File: config.mk
export PLATFORM = sky130hd
export DESIGN_NAME = ttf_regs
export DESIGN_NICKNAME = d
export VERILOG_FILES = /design/src/ttf_regs.v
export VERILOG_INCLUDE_DIRS = /design/src /design/src/inc
export SDC_FILE = /design/constraint.sdc
export NUM_CORES = 1
export LEC_CHECK = 0
export CORE_AREA = 4 4 188 190
export CTS_CLUSTER_DIAMETER = 30
export CTS_CLUSTER_SIZE = 28
export DETAILED_ROUTE_END_ITERATION = 10
export DIE_AREA = 0 0 192 194
export DONT_BUFFER_PORTS = 1
export GPL_TIMING_DRIVEN = 1
export PLACE_DENSITY_LB_ADDON = 0.12
export SLEW_MARGIN = 20
export SYNTH_ARGS = -nofsm -noshare
export SYNTH_HDL_FRONTEND = slang
export SYNTH_SLANG_ARGS = --single-unit
export TNS_END_PERCENT = 100
File: constraint.sdc
create_clock -name clk -period 12.4 [get_ports clk]
set_input_delay 1.86 -clock clk [delete_from_list [all_inputs] [get_ports clk]]
set_output_delay 1.86 -clock clk [all_outputs]
set_load 0.05 [all_outputs]
File: src/inc/ttf_defs.vh
`ifndef TTF_DEFS_VH
`define TTF_DEFS_VH

// Register group addresses
`define TTF_ADDR_TIMINGS      8'h0A
`define TTF_ADDR_TARGETS      8'h0B
`define TTF_ADDR_EVMASK       8'h0C
`define TTF_ADDR_ACTIVE       8'h0E
`define TTF_ADDR_SNAP         8'h0F
`define TTF_ADDR_FILTERS      8'h10
`define TTF_ADDR_BUZZER       8'h11

// Reset values
`define TTF_RST_HALT          8'h50
`define TTF_RST_LOWPOWER      8'h00
`define TTF_RST_TIMEOUT       8'h10
`define TTF_RST_TGT_PROX      8'h40
`define TTF_RST_TGT_KEYS      8'h20
`define TTF_RST_EVMASK        8'hFF
`define TTF_RST_SNAP          8'h18
`define TTF_RST_CNT_FILT      8'h01
`define TTF_RST_SLOW          8'h03
`define TTF_RST_FAST          8'h00
`define TTF_RST_XY_THR        8'h0A
`define TTF_RST_BUZZER        8'h00

// Buzzer control bit positions
`define TTF_BZ_ENABLE         7
`define TTF_BZ_STEADY         2
`define TTF_BZ_PERM           1
`define TTF_BZ_BURST          0

// Halt selection codes
`define TTF_HALT_NEVER        2'h2
`define TTF_HALT_ALWAYS       2'h3

// Event mask bit that has no event behind it
`define TTF_EV_UNUSED         6

// Timing: clock period and step lengths in ns
`define TTF_CLK_PERIOD_NS     50
`define TTF_HALT_STEP_NS      250000000
`define TTF_LOWPWR_STEP_NS    16000000
`define TTF_TIMEOUT_STEP_NS   1280000
`define TTF_HALT_STEP_CYC     (`TTF_HALT_STEP_NS / `TTF_CLK_PERIOD_NS)
`define TTF_LOWPWR_STEP_CYC   (`TTF_LOWPWR_STEP_NS / `TTF_CLK_PERIOD_NS)
`define TTF_TIMEOUT_STEP_CYC  (`TTF_TIMEOUT_STEP_NS / `TTF_CLK_PERIOD_NS)

`endif

File: src/ttf_regs.v
`include "ttf_defs.vh"

// Counts whole steps of STEP_CYC cycles after a restart; done stays high at the step count
module ttf_step_timer #(
    parameter STEP_CYC = 1000
) (
    input  wire       clk,
    input  wire       rst,
    input  wire       ce,
    input  wire       restart,
    input  wire [7:0] steps,
    output reg        done_reg
);
    reg [31:0] preCnt_reg;
    reg [7:0]  stepCnt_reg;

    // Prescaler and step counter, both cleared by restart
    always @(posedge clk) begin
        if (rst || (ce && restart)) begin
            preCnt_reg  <= 32'h0000_0000;
            stepCnt_reg <= 8'h00;
            done_reg    <= 1'b0;
        end else if (ce) begin
            done_reg <= (stepCnt_reg >= steps);
            if (stepCnt_reg < steps) begin
                if (preCnt_reg == STEP_CYC - 1) begin
                    preCnt_reg  <= 32'h0000_0000;
                    stepCnt_reg <= stepCnt_reg + 8'h01;
                end else begin
                    preCnt_reg <= preCnt_reg + 32'h0000_0001;
                end
            end
        end
    end
endmodule

module ttf_regs #(
    parameter COORD_W      = 10,
    parameter HALT_CYC     = `TTF_HALT_STEP_CYC,
    parameter LOWPWR_CYC   = `TTF_LOWPWR_STEP_CYC,
    parameter TIMEOUT_CYC  = `TTF_TIMEOUT_STEP_CYC,
    parameter TONE_HALF    = 2500,
    parameter BURST_HALVES = 8
) (
    input  wire               clk,
    input  wire               rst,
    input  wire               ce,
    input  wire               wrEn,
    input  wire               rdEn,
    input  wire [7:0]         regAddr,
    input  wire [3:0]         byteIdx,
    input  wire [7:0]         wrData,
    output reg  [7:0]         rdData_reg,
    input  wire               eventMode,
    input  wire [7:0]         eventsRaw,
    output reg  [7:0]         eventsOut_reg,
    input  wire [12:0]        activeCh,
    input  wire [12:0]        padActiveCh,
    input  wire               coordValid,
    input  wire [COORD_W-1:0] coordX,
    input  wire [COORD_W-1:0] coordY,
    output reg  [COORD_W-1:0] filtX_reg,
    output reg  [COORD_W-1:0] filtY_reg,
    output reg                useFast_reg,
    output reg                buzzer_reg,
    input  wire [1:0]         haltSel,
    input  wire               touchActivity,
    output reg                avgHalt_reg,
    output reg                lowPowerWake_reg,
    input  wire               commActivity,
    input  wire               timeoutDisable,
    output reg                commTimeout_reg,
    output reg  [7:0]         tuneTargetProx_reg,
    output reg  [7:0]         tuneTargetKeys_reg,
    output reg  [7:0]         countsFilter_reg,
    output reg  [95:0]        snapThr_reg
);
    reg  [7:0]  haltPeriod_reg;
    reg  [7:0]  lowPowerInterval_reg;
    reg  [7:0]  commTimeoutPeriod_reg;
    reg  [7:0]  eventMask_reg;
    reg  [7:0]  coordSlow_reg;
    reg  [7:0]  coordFast_reg;
    reg  [7:0]  coordThr_reg;
    reg  [7:0]  buzzerControl_reg;
    reg  [31:0] toneCnt_reg;
    reg         tone_reg;
    reg  [7:0]  burstLeft_reg;
    reg         burstPrev_reg;
    reg  [7:0]  rd_next;
    wire        haltDone;
    wire        lowPowerDone;
    wire        toDone;
    wire        lowPowerRestart;
    wire        toneEdge;
    wire signed [COORD_W:0] dX;
    wire signed [COORD_W:0] dY;
    wire        [COORD_W:0] absX;
    wire        [COORD_W:0] absY;
    wire                    fastSel;
    wire        [7:0]       beta;
    wire signed [COORD_W:0] stepX;
    wire signed [COORD_W:0] stepY;
    integer i;

    // Burst length in tone half-periods, cut to the counter width
    localparam [7:0] BURST_LOAD = BURST_HALVES[7:0];

    // Configuration writes; bitmaps have no write path
    always @(posedge clk) begin
        if (rst) begin
            haltPeriod_reg        <= `TTF_RST_HALT;
            lowPowerInterval_reg  <= `TTF_RST_LOWPOWER;
            commTimeoutPeriod_reg <= `TTF_RST_TIMEOUT;
            tuneTargetProx_reg    <= `TTF_RST_TGT_PROX;
            tuneTargetKeys_reg    <= `TTF_RST_TGT_KEYS;
            eventMask_reg         <= `TTF_RST_EVMASK;
            countsFilter_reg      <= `TTF_RST_CNT_FILT;
            coordSlow_reg         <= `TTF_RST_SLOW;
            coordFast_reg         <= `TTF_RST_FAST;
            coordThr_reg          <= `TTF_RST_XY_THR;
            buzzerControl_reg     <= `TTF_RST_BUZZER;
            for (i = 0; i < 12; i = i + 1) begin
                snapThr_reg[i*8 +: 8] <= `TTF_RST_SNAP;
            end
        end else if (ce && wrEn) begin
            if (regAddr == `TTF_ADDR_TIMINGS) begin
                if (byteIdx == 4'h0) haltPeriod_reg <= wrData;
                if (byteIdx == 4'h1) lowPowerInterval_reg <= wrData;
                if (byteIdx == 4'h2) commTimeoutPeriod_reg <= wrData;
            end else if (regAddr == `TTF_ADDR_TARGETS) begin
                if (byteIdx == 4'h0) tuneTargetProx_reg <= wrData;
                if (byteIdx == 4'h1) tuneTargetKeys_reg <= wrData;
            end else if (regAddr == `TTF_ADDR_EVMASK) begin
                if (byteIdx == 4'h0) eventMask_reg <= wrData;
            end else if (regAddr == `TTF_ADDR_SNAP) begin
                if (byteIdx < 4'hC) snapThr_reg[byteIdx*8 +: 8] <= wrData;
            end else if (regAddr == `TTF_ADDR_FILTERS) begin
                if (byteIdx == 4'h0) countsFilter_reg <= wrData;
                if (byteIdx == 4'h1) coordSlow_reg <= wrData;
                if (byteIdx == 4'h2) coordFast_reg <= wrData;
                if (byteIdx == 4'h3) coordThr_reg <= wrData;
            end else if (regAddr == `TTF_ADDR_BUZZER) begin
                if (byteIdx == 4'h0) buzzerControl_reg <= wrData;
            end
        end
    end

    // Read multiplexer; unmapped bytes read zero
    always @* begin
        rd_next = 8'h00;
        if (regAddr == `TTF_ADDR_TIMINGS) begin
            if (byteIdx == 4'h0) rd_next = haltPeriod_reg;
            if (byteIdx == 4'h1) rd_next = lowPowerInterval_reg;
            if (byteIdx == 4'h2) rd_next = commTimeoutPeriod_reg;
        end else if (regAddr == `TTF_ADDR_TARGETS) begin
            if (byteIdx == 4'h0) rd_next = tuneTargetProx_reg;
            if (byteIdx == 4'h1) rd_next = tuneTargetKeys_reg;
        end else if (regAddr == `TTF_ADDR_EVMASK) begin
            if (byteIdx == 4'h0) rd_next = eventMask_reg;
        end else if (regAddr == `TTF_ADDR_ACTIVE) begin
            if (byteIdx == 4'h0) rd_next = activeCh[7:0];
            if (byteIdx == 4'h1) rd_next = {3'h0, activeCh[12:8]};
            if (byteIdx == 4'h2) rd_next = padActiveCh[7:0];
            if (byteIdx == 4'h3) rd_next = {3'h0, padActiveCh[12:8]};
        end else if (regAddr == `TTF_ADDR_SNAP) begin
            if (byteIdx < 4'hC) rd_next = snapThr_reg[byteIdx*8 +: 8];
        end else if (regAddr == `TTF_ADDR_FILTERS) begin
            if (byteIdx == 4'h0) rd_next = countsFilter_reg;
            if (byteIdx == 4'h1) rd_next = coordSlow_reg;
            if (byteIdx == 4'h2) rd_next = coordFast_reg;
            if (byteIdx == 4'h3) rd_next = coordThr_reg;
        end else if (regAddr == `TTF_ADDR_BUZZER) begin
            if (byteIdx == 4'h0) rd_next = buzzerControl_reg;
        end
    end

    // Read data is captured on the read strobe
    always @(posedge clk) begin
        if (rst) begin
            rdData_reg <= 8'h00;
        end else if (ce && rdEn) begin
            rdData_reg <= rd_next;
        end
    end

    // Event gating; in event mode the unused mask bit never passes an event, outside it raw events pass through
    always @(posedge clk) begin
        if (rst) begin
            eventsOut_reg <= 8'h00;
        end else if (ce) begin
            if (eventMode) begin
                eventsOut_reg <= eventsRaw & eventMask_reg & ~(8'h01 << `TTF_EV_UNUSED);
            end else begin
                eventsOut_reg <= eventsRaw;
            end
        end
    end

    // Coordinate change and constant selection
    assign dX      = $signed({1'b0, coordX}) - $signed({1'b0, filtX_reg});
    assign dY      = $signed({1'b0, coordY}) - $signed({1'b0, filtY_reg});
    assign absX    = dX[COORD_W] ? (~dX + 1'b1) : dX;
    assign absY    = dY[COORD_W] ? (~dY + 1'b1) : dY;
    assign fastSel = (absX > coordThr_reg) || (absY > coordThr_reg);
    assign beta    = fastSel ? coordFast_reg : coordSlow_reg;
    assign stepX   = (beta >= COORD_W) ? $signed({(COORD_W+1){1'b0}}) : (dX >>> beta);
    assign stepY   = (beta >= COORD_W) ? $signed({(COORD_W+1){1'b0}}) : (dY >>> beta);

    // Filtered coordinates move by the change shifted down by the constant
    always @(posedge clk) begin
        if (rst) begin
            filtX_reg   <= {COORD_W{1'b0}};
            filtY_reg   <= {COORD_W{1'b0}};
            useFast_reg <= 1'b0;
        end else if (ce && coordValid) begin
            filtX_reg   <= filtX_reg + stepX[COORD_W-1:0];
            filtY_reg   <= filtY_reg + stepY[COORD_W-1:0];
            useFast_reg <= fastSel;
        end
    end

    // Tone generator for permanent and burst sounding
    assign toneEdge = (toneCnt_reg == TONE_HALF - 1);
    always @(posedge clk) begin
        if (rst) begin
            toneCnt_reg   <= 32'h0000_0000;
            tone_reg      <= 1'b0;
            burstLeft_reg <= 8'h00;
            burstPrev_reg <= 1'b0;
        end else if (ce) begin
            toneCnt_reg   <= toneEdge ? 32'h0000_0000 : toneCnt_reg + 32'h0000_0001;
            tone_reg      <= toneEdge ? ~tone_reg : tone_reg;
            burstPrev_reg <= buzzerControl_reg[`TTF_BZ_BURST];
            if (!buzzerControl_reg[`TTF_BZ_BURST]) begin
                burstLeft_reg <= 8'h00;
            end else if (!burstPrev_reg) begin
                burstLeft_reg <= BURST_LOAD;
            end else if (toneEdge && burstLeft_reg != 8'h00) begin
                burstLeft_reg <= burstLeft_reg - 8'h01;
            end
        end
    end

    // Buzzer pin: permanent tone, then burst, then steady level
    always @(posedge clk) begin
        if (rst) begin
            buzzer_reg <= 1'b0;
        end else if (ce) begin
            if (!buzzerControl_reg[`TTF_BZ_ENABLE]) begin
                buzzer_reg <= 1'b0;
            end else if (buzzerControl_reg[`TTF_BZ_PERM]) begin
                buzzer_reg <= tone_reg;
            end else if (buzzerControl_reg[`TTF_BZ_BURST]) begin
                buzzer_reg <= (burstLeft_reg != 8'h00) & tone_reg;
            end else begin
                buzzer_reg <= buzzerControl_reg[`TTF_BZ_STEADY];
            end
        end
    end

    // Halt timer restarts on touch activity
    ttf_step_timer #(.STEP_CYC(HALT_CYC)) uHalt (
        .clk      (clk),
        .rst      (rst),
        .ce       (ce),
        .restart  (touchActivity),
        .steps    (haltPeriod_reg),
        .done_reg (haltDone)
    );

    // Low-power interval restarts itself each time it elapses
    assign lowPowerRestart = lowPowerDone | (lowPowerInterval_reg == 8'h00);
    ttf_step_timer #(.STEP_CYC(LOWPWR_CYC)) uLowPower (
        .clk      (clk),
        .rst      (rst),
        .ce       (ce),
        .restart  (lowPowerRestart),
        .steps    (lowPowerInterval_reg),
        .done_reg (lowPowerDone)
    );

    // Communication timeout restarts on bus activity
    ttf_step_timer #(.STEP_CYC(TIMEOUT_CYC)) uTimeout (
        .clk      (clk),
        .rst      (rst),
        .ce       (ce),
        .restart  (commActivity | timeoutDisable),
        .steps    (commTimeoutPeriod_reg),
        .done_reg (toDone)
    );

    // Timer outputs
    always @(posedge clk) begin
        if (rst) begin
            avgHalt_reg      <= 1'b0;
            lowPowerWake_reg <= 1'b0;
            commTimeout_reg  <= 1'b0;
        end else if (ce) begin
            if (haltSel == `TTF_HALT_NEVER) begin
                avgHalt_reg <= 1'b0;
            end else if (haltSel == `TTF_HALT_ALWAYS) begin
                avgHalt_reg <= 1'b1;
            end else begin
                avgHalt_reg <= haltDone;
            end
            lowPowerWake_reg <= lowPowerDone;
            commTimeout_reg  <= toDone & ~timeoutDisable;
        end
    end
endmodule
* Yosys cells after proc, flatten, opt, wreduce, memory -nomap -nowiden
Index checks and enable logic that the tools add are counted.
** Word-level totals
- Bits in registers :: 390
- Bits of input ports :: 86
- Output and inout port bits :: 161
- Word-level logic and storage cells :: 171
** Operators by class
- Add/subtract/negate cells :: 15
- $lt $le $gt $ge :: 10
- Equality and inequality tests :: 17
- Shifts and indexed selects :: 5
- Muxes and demuxes :: 42
- Bitwise gates (word level) :: 14
- Reductions and logical operators :: 34
** Operator list (count)
- 2-to-1 mux 8 bit :: 28
- adder 32 x 1 -> 32 bit, second input constant :: 4
- 2-to-1 mux 32 bit :: 4
- bitwise mux 96 bit :: 1
- variable shift 8 x 34 -> 96 bit, first input constant :: 1
- variable part select 8 x 34 -> 96 bit :: 1
- variable part select 96 x 8 -> 8 bit :: 1
- == test 8 x 4 -> 1 bit, second input constant :: 5
- negator 7 -> 34 bit :: 1
- == test 32 x 12 -> 1 bit, second input constant :: 1
- == test 32 x 15 -> 1 bit, second input constant :: 1
- == test 32 x 19 -> 1 bit, second input constant :: 1
- == test 32 x 23 -> 1 bit, second input constant :: 1
- AND reduction 7 bit :: 4
- adder 8 x 1 -> 8 bit, second input constant :: 3
- >= comparator 8 bit :: 3
- < comparator 8 bit :: 3
- adder 11 x 1 -> 11 bit, second input constant :: 2
- greater-than comparator 11 x 8 -> 1 bit :: 2
- 2-to-1 mux 11 bit :: 2
- NOT 11 bit :: 2
- >>> shifter 11 x 8 -> 10 bit :: 2
- subtractor 10 x 10 -> 11 bit :: 2
- adder 10 bit :: 2
- 25 further kinds :: 60

* Longest topological paths before layout
- Depth in word-level cells :: 11
- Gate-level depth with buffers :: 40
- Depth with buffers taken out :: 37

* Modules after synthesis
A second synthesis with hierarchy kept.
** Unflattened totals
- Cells, all modules :: 2758
- Area total of the unflattened synthesis :: 22233.8 µm²
** By module, submodules not included
- ttf_regs :: instances 1, cells each 1952, area each 15602.5 µm², seq. area each 5345.1 µm²
- ttf_step_timer (uLowPower) :: instances 1, cells each 275, area each 2223.4 µm², seq. area each 820.8 µm²
- ttf_step_timer (uHalt) :: instances 1, cells each 267, area each 2205.9 µm², seq. area each 820.8 µm²
- ttf_step_timer (uTimeout) :: instances 1, cells each 264, area each 2202.1 µm², seq. area each 820.8 µm²

* Worst setup path after synthesis
No wires, ideal clock.
- Path type :: in2reg
- From :: input coordY[0]
- To :: register filtX_reg[9]
- Library setup time :: 0.070 ns
- Arrival :: 9.399 ns
- Data required time :: 12.330 ns
- Path slack :: 2.930 ns
- Stages :: 37
- Buffers on the path :: 3
- Cells stage by stage :: inv_1 > ha_1 > inv_1 > fa_1 > a211oi_1 > o211ai_1 > a41oi_1 > clkbuf_1 > clkbuf_1 > nand2_1 > xnor2_1 > ha_1 > a21o_1 > a21o_1 > a2111oi_0 > o22ai_1 > a211o_1 > nor4_4 > buf_6 > mux2_4 > or2_4 > o22ai_2 > a211oi_1 > nor4b_2 > ha_1 > a21o_1 > a21oi_1 > o21bai_1 > a21oi_1 > nor2b_1 > o21ai_0 > nand2b_1 > a21o_1 > a21oi_1 > nor3b_1 > or4_1 > a21oi_1
** Between the ends
- Word-level cells in the longest chain between the ends :: 10
- Elaborated cells on any way between the ends :: 11
- Those cells by class :: add/sub: 3; order compare: 2; shift: 1; mux: 3; bitwise: 1; reduce/logical: 1
** Ends and longest elaborated chain
- from (decl) :: RTL line ttf_regs.v:61 : input wire [COORD_W-1:0] coordY,
- subtractor 10 x 10 -> 11 bit * :: RTL line ttf_regs.v:202 : assign dY = $signed({1'b0, coordY}) - $signed({1'b0, filtY_reg});
- NOT 11 bit :: RTL line ttf_regs.v:204 : assign absY = dY[COORD_W] ? (~dY + 1'b1) : dY;
- adder 11 x 1 -> 11 bit :: RTL line ttf_regs.v:204
- 2-to-1 mux 11 bit * :: RTL line ttf_regs.v:204
- greater-than comparator 11 x 8 -> 1 bit * :: RTL line ttf_regs.v:205 : assign fastSel = (absX > coordThr_reg) || (absY > coordThr_reg);
- logical OR 1 bit * :: RTL line ttf_regs.v:205
- 2-to-1 mux 8 bit * :: RTL line ttf_regs.v:206 : assign beta = fastSel ? coordFast_reg : coordSlow_reg;
- >= comparator 8 x 4 -> 1 bit / >>> shifter 11 x 8 -> 10 bit (equally long branches) :: RTL line ttf_regs.v:207 : assign stepX = (beta >= COORD_W) ? $signed({(COORD_W+1){1'b0}}) : (dX >>> beta);
- 2-to-1 mux 10 bit * :: RTL line ttf_regs.v:207
- adder 10 bit * :: RTL line ttf_regs.v:217 : filtX_reg <= filtX_reg + stepX[COORD_W-1:0];
- to (signal assigned) :: RTL line ttf_regs.v:213 : filtX_reg <= {COORD_W{1'b0}};
- to (signal assigned) :: RTL line ttf_regs.v:217
- to (decl) :: RTL line ttf_regs.v:62 : output reg [COORD_W-1:0] filtX_reg,
Mark *: on every way between the ends. The rest lies on a longest branch, timed or not.
A chain may end at the register's enable or synchronous reset.

* Worst setup path in the final report
- From :: input coordX[0]
- To :: register filtX_reg[9]
** Between the ends
- Word-level cells in the longest chain between the ends :: 10
- Elaborated cells on any way between the ends :: 11
- Those cells by class :: add/sub: 3; order compare: 2; shift: 1; mux: 3; bitwise: 1; reduce/logical: 1
** Ends and longest elaborated chain
- from (decl) :: RTL line ttf_regs.v:60 : input wire [COORD_W-1:0] coordX,
- subtractor 10 x 10 -> 11 bit * :: RTL line ttf_regs.v:201 : assign dX = $signed({1'b0, coordX}) - $signed({1'b0, filtX_reg});
- NOT 11 bit :: RTL line ttf_regs.v:203 : assign absX = dX[COORD_W] ? (~dX + 1'b1) : dX;
- adder 11 x 1 -> 11 bit :: RTL line ttf_regs.v:203
- 2-to-1 mux 11 bit :: RTL line ttf_regs.v:203
- greater-than comparator 11 x 8 -> 1 bit :: RTL line ttf_regs.v:205
- logical OR 1 bit :: RTL line ttf_regs.v:205
- 2-to-1 mux 8 bit :: RTL line ttf_regs.v:206
- >= comparator 8 x 4 -> 1 bit / >>> shifter 11 x 8 -> 10 bit (equally long branches) :: RTL line ttf_regs.v:207
- 2-to-1 mux 10 bit * :: RTL line ttf_regs.v:207
- adder 10 bit * :: RTL line ttf_regs.v:217
Marked as above.

==> flow_metrics.py <==
metrics = {
    "outcome": {
        "status": "completed",
    },
    "floorplanning": {
        "core_area_sq_um": 33450,
        "die_area_sq_um": 37250,
        "io_pins": 247,
        "die_x_microns": 192,
        "num_rows": 67,
        "die_y_microns": 194,
        "initial_core_util_pct": 64.44,
    },
    "global_routing": {
        "grt_usage_pct": 35.41,
        "grt-ovfl-total": 0,
        "grt_antenna_before_repair": 6,
        "grt_pass1_wl_mm": 106.8,
        "grt_max_degree": 237,
        "first_global_vias": 19410,
    },
    "synth": {
        "avgSynthCellArea_sq_um": 8.335,
        "yosys_warnings": 0,
        "synth_cell_type_count": 91,
        "synth_edf_count": 0,
        "netlist_instances": 2586,
        "ys.flop_type": "dfxtp_1",
        "synth_fp_nets": 2770,
        "async_flop_share_pct": 0,
        "syn_area_sq_um": 21550,
        "yosysSeqAreaShare_pct": 36.22,
        "ys_ff_latch": 390,
    },
    "final_layout": {
        "layout-drive-gt1-share_pct": 8.874,
        "seq_area_sq_um": 7807,
        "nFillCells": 2461,
        "layoutNonFillerInstCount": 3089,
        "area_growth_syn_to_layout_pct": 16.22,
        "final_common_cell": "dfxtp_1",
        "largest_register_ffs": 96,
        "design_area_sq_um": 25050,
        "mostFrequentLayoutCells": "390 x dfxtp_1, 383 x nor2_1, 262 x nand2_1",
        "final_nets": 2749,
        "multi_input_area_sq_um": 12900,
    },
    "placement": {
        "dp.cells": 2925,
        "gp_congestion": 0.9581,
        "place_hpwl_mm": 46.32,
        "numPortBuffers": 0,
        "dpl_cell_area_sq_um": 21750,
        "preCtsSetupSlack_ns": 1.496,
    },
    "sta": {
        "finClkSkew_ns": 0.04949,
        "finalCritPeriodShare_pct": 84.52,
        "setup_viol": 0,
        "hold-worst-slack_ns": 0.4540,
        "worst_slew_pin_slew_ns": 1.083,
        "clock.fmax_mhz": 95.41,
        "slew_viol_final": 0,
        "setup_tns_ns": 0,
        "max_slew_margin_pct": 26.23,
        "hold_viol": 0,
        "rsz0062_at_grt": "false",
        "period_needed_ns": 10.48,
        "setup_ws_ns": 1.919,
    },
    "run": {
        "cap_violations": 0,
    },
    "drt": {
        "totalWireLength_mm": 67.99,
        "wl_per_cell_microns": 22.01,
        "drc": 0,
        "ant_nets": 0,
        "vias_per_cell": 6.383,
        "vias": 19720,
        "drt_first_iter_violations": 1745,
        "first_pass_iters": 6,
    },
    "clock_network": {
        "postCtsHoldBufs": 0,
        "htreeDepth": 3,
        "root_buffer": "clkbuf_16",
        "clkSinkCount": 390,
        "cts_buffers": 86,
        "cts_tree": "done",
        "clk_pin_slew_ns": 0.05,
        "clk_path_buf_depth": 3,
        "ctsResizeCount": 0,
        "cts_setup_buffers": 0,
        "clk-insertion-delay-late_ns": 0.62,
    },
    "worst_setup_path": {
        "critPathRequiredTime_ns": 12.89,
        "critPathCaptureType": "flop",
        "slowest_stage": "mux2i_4",
        "cpLargestDelayFamily": "compound AO/OA/AOI/OAI gates",
        "cpPeakStageDelay_ns": 0.95,
        "startpoint_type": "input pin",
        "crit_type": "input pin to flop",
        "crit_buf_inv": 3,
        "arrival_ns": 10.97,
        "crit_top_cell": "a21oi_1",
        "cp_max_fo": 27,
    },
    "power_and_ir_drop": {
        "power.density_nw_per_um2": 197.7,
        "ir_drop_mv": 0.1605,
        "power_leakage_nw": 9.446,
    },
    "hold_path": {
        "hp-class": "flop to flop",
    },
}
[path summary, 6_finish.rpt]
path                endpoint  slack (ns)  cells after the start             from
max             filtX_reg[9]        1.92                     38        coordX[0]
min          coordThr_reg[4]        0.45                      2  coordThr_reg[4]
max reg2reg     filtX_reg[9]        2.42                     37     filtX_reg[0]
min reg2reg  coordThr_reg[4]        0.45                      2  coordThr_reg[4]
[cells in the mapped netlist, types with 36 or more instances]
| cell type | instances | area share (%) |
|---|---|---|
| nor3_1 | 47 | 1.1 |
| xnor2_1 | 66 | 2.7 |
| and3_1 | 38 | 1.1 |
| inv_1 | 92 | 1.6 |
| nor4_1 | 36 | 1.0 |
| nor2b_1 | 38 | 1.1 |
| a211o_1 | 40 | 1.6 |
| dfxtp_1 | 390 | 36 |
| mux2i_1 | 126 | 5.9 |
| nand3_1 | 110 | 2.6 |
| xor2_1 | 109 | 4.4 |
| a21oi_1 | 191 | 4.4 |
| nor2_1 | 384 | 6.7 |
| ha_1 | 94 | 5.5 |
| o21ai_0 | 54 | 1.3 |
| nand2_1 | 262 | 4.6 |
| nand4_1 | 36 | 1.0 |
| clkbuf_1 | 112 | 2.0 |
[per-layer routing]
metal  part of all wire (%)  global-route usage [%]  vias to the layer above
met5                  0.040                       0                        -
met4                    5.5                   19.12                        4
met3                    8.7                   9.381                      236
met2                     46                   57.16                      936
met1                     39                   43.03                     9409
li1                       -                       -                     9133
[through the flow]
| step | util, % | power, mW |
|---|---|---|
| after floorplan | - | 2.217 |
| after CTS | 74.82 | 4.947 |
| after global placement | 65.04 | 2.397 |
| after global routing | 74.89 | 5.140 |
| after detailed placement | 65.04 | 2.422 |
| final | 74.89 | 4.953 |
[final cells by class]
class / instances / share of cell area [%]
clock buffers: 106 / 9.331
inverters: 93 / 1.394
flip-flops and latches: 390 / 31.17
repair buffers: 20 / 0.5994
diodes: 4 / 0.03996
well taps: 448 / 2.238
clock inverters: 54 / 3.736
multi-input cells: 1974 / 51.49
[cell families after synthesis]
| group | Yosys count | synth area share (%) |
|---|---|---|
| compound gates | 457 | 14.03 |
| buf+inv | 222 | 4.064 |
| mux | 163 | 9.137 |
| fa+ha+maj | 98 | 5.828 |
| simple gates | 1081 | 23.60 |
| xor+xnor | 175 | 7.111 |
| flops | 390 | 36.22 |
[worst register-to-register path, delay by kind of cell, from the launching register on]
family / cells / cell delay, ns
flip-flops: 1 / 0.70
adder cells (fa/ha/maj): 4 / 1.40
XOR/XNOR: 1 / 0.20
AND/OR/NAND/NOR: 11 / 2.68
AO/OA/AOI/OAI: 17 / 3.20
multiplexers: 2 / 1.28
buffers and inverters: 2 / 0.44
[report_power, final]
group | internal (mW) | switching (mW)
clock | 1.75 | 0.781
sequential | 1.28 | 0.108
combinational | 0.426 | 0.609
Power figures use the tool's default switching activity.
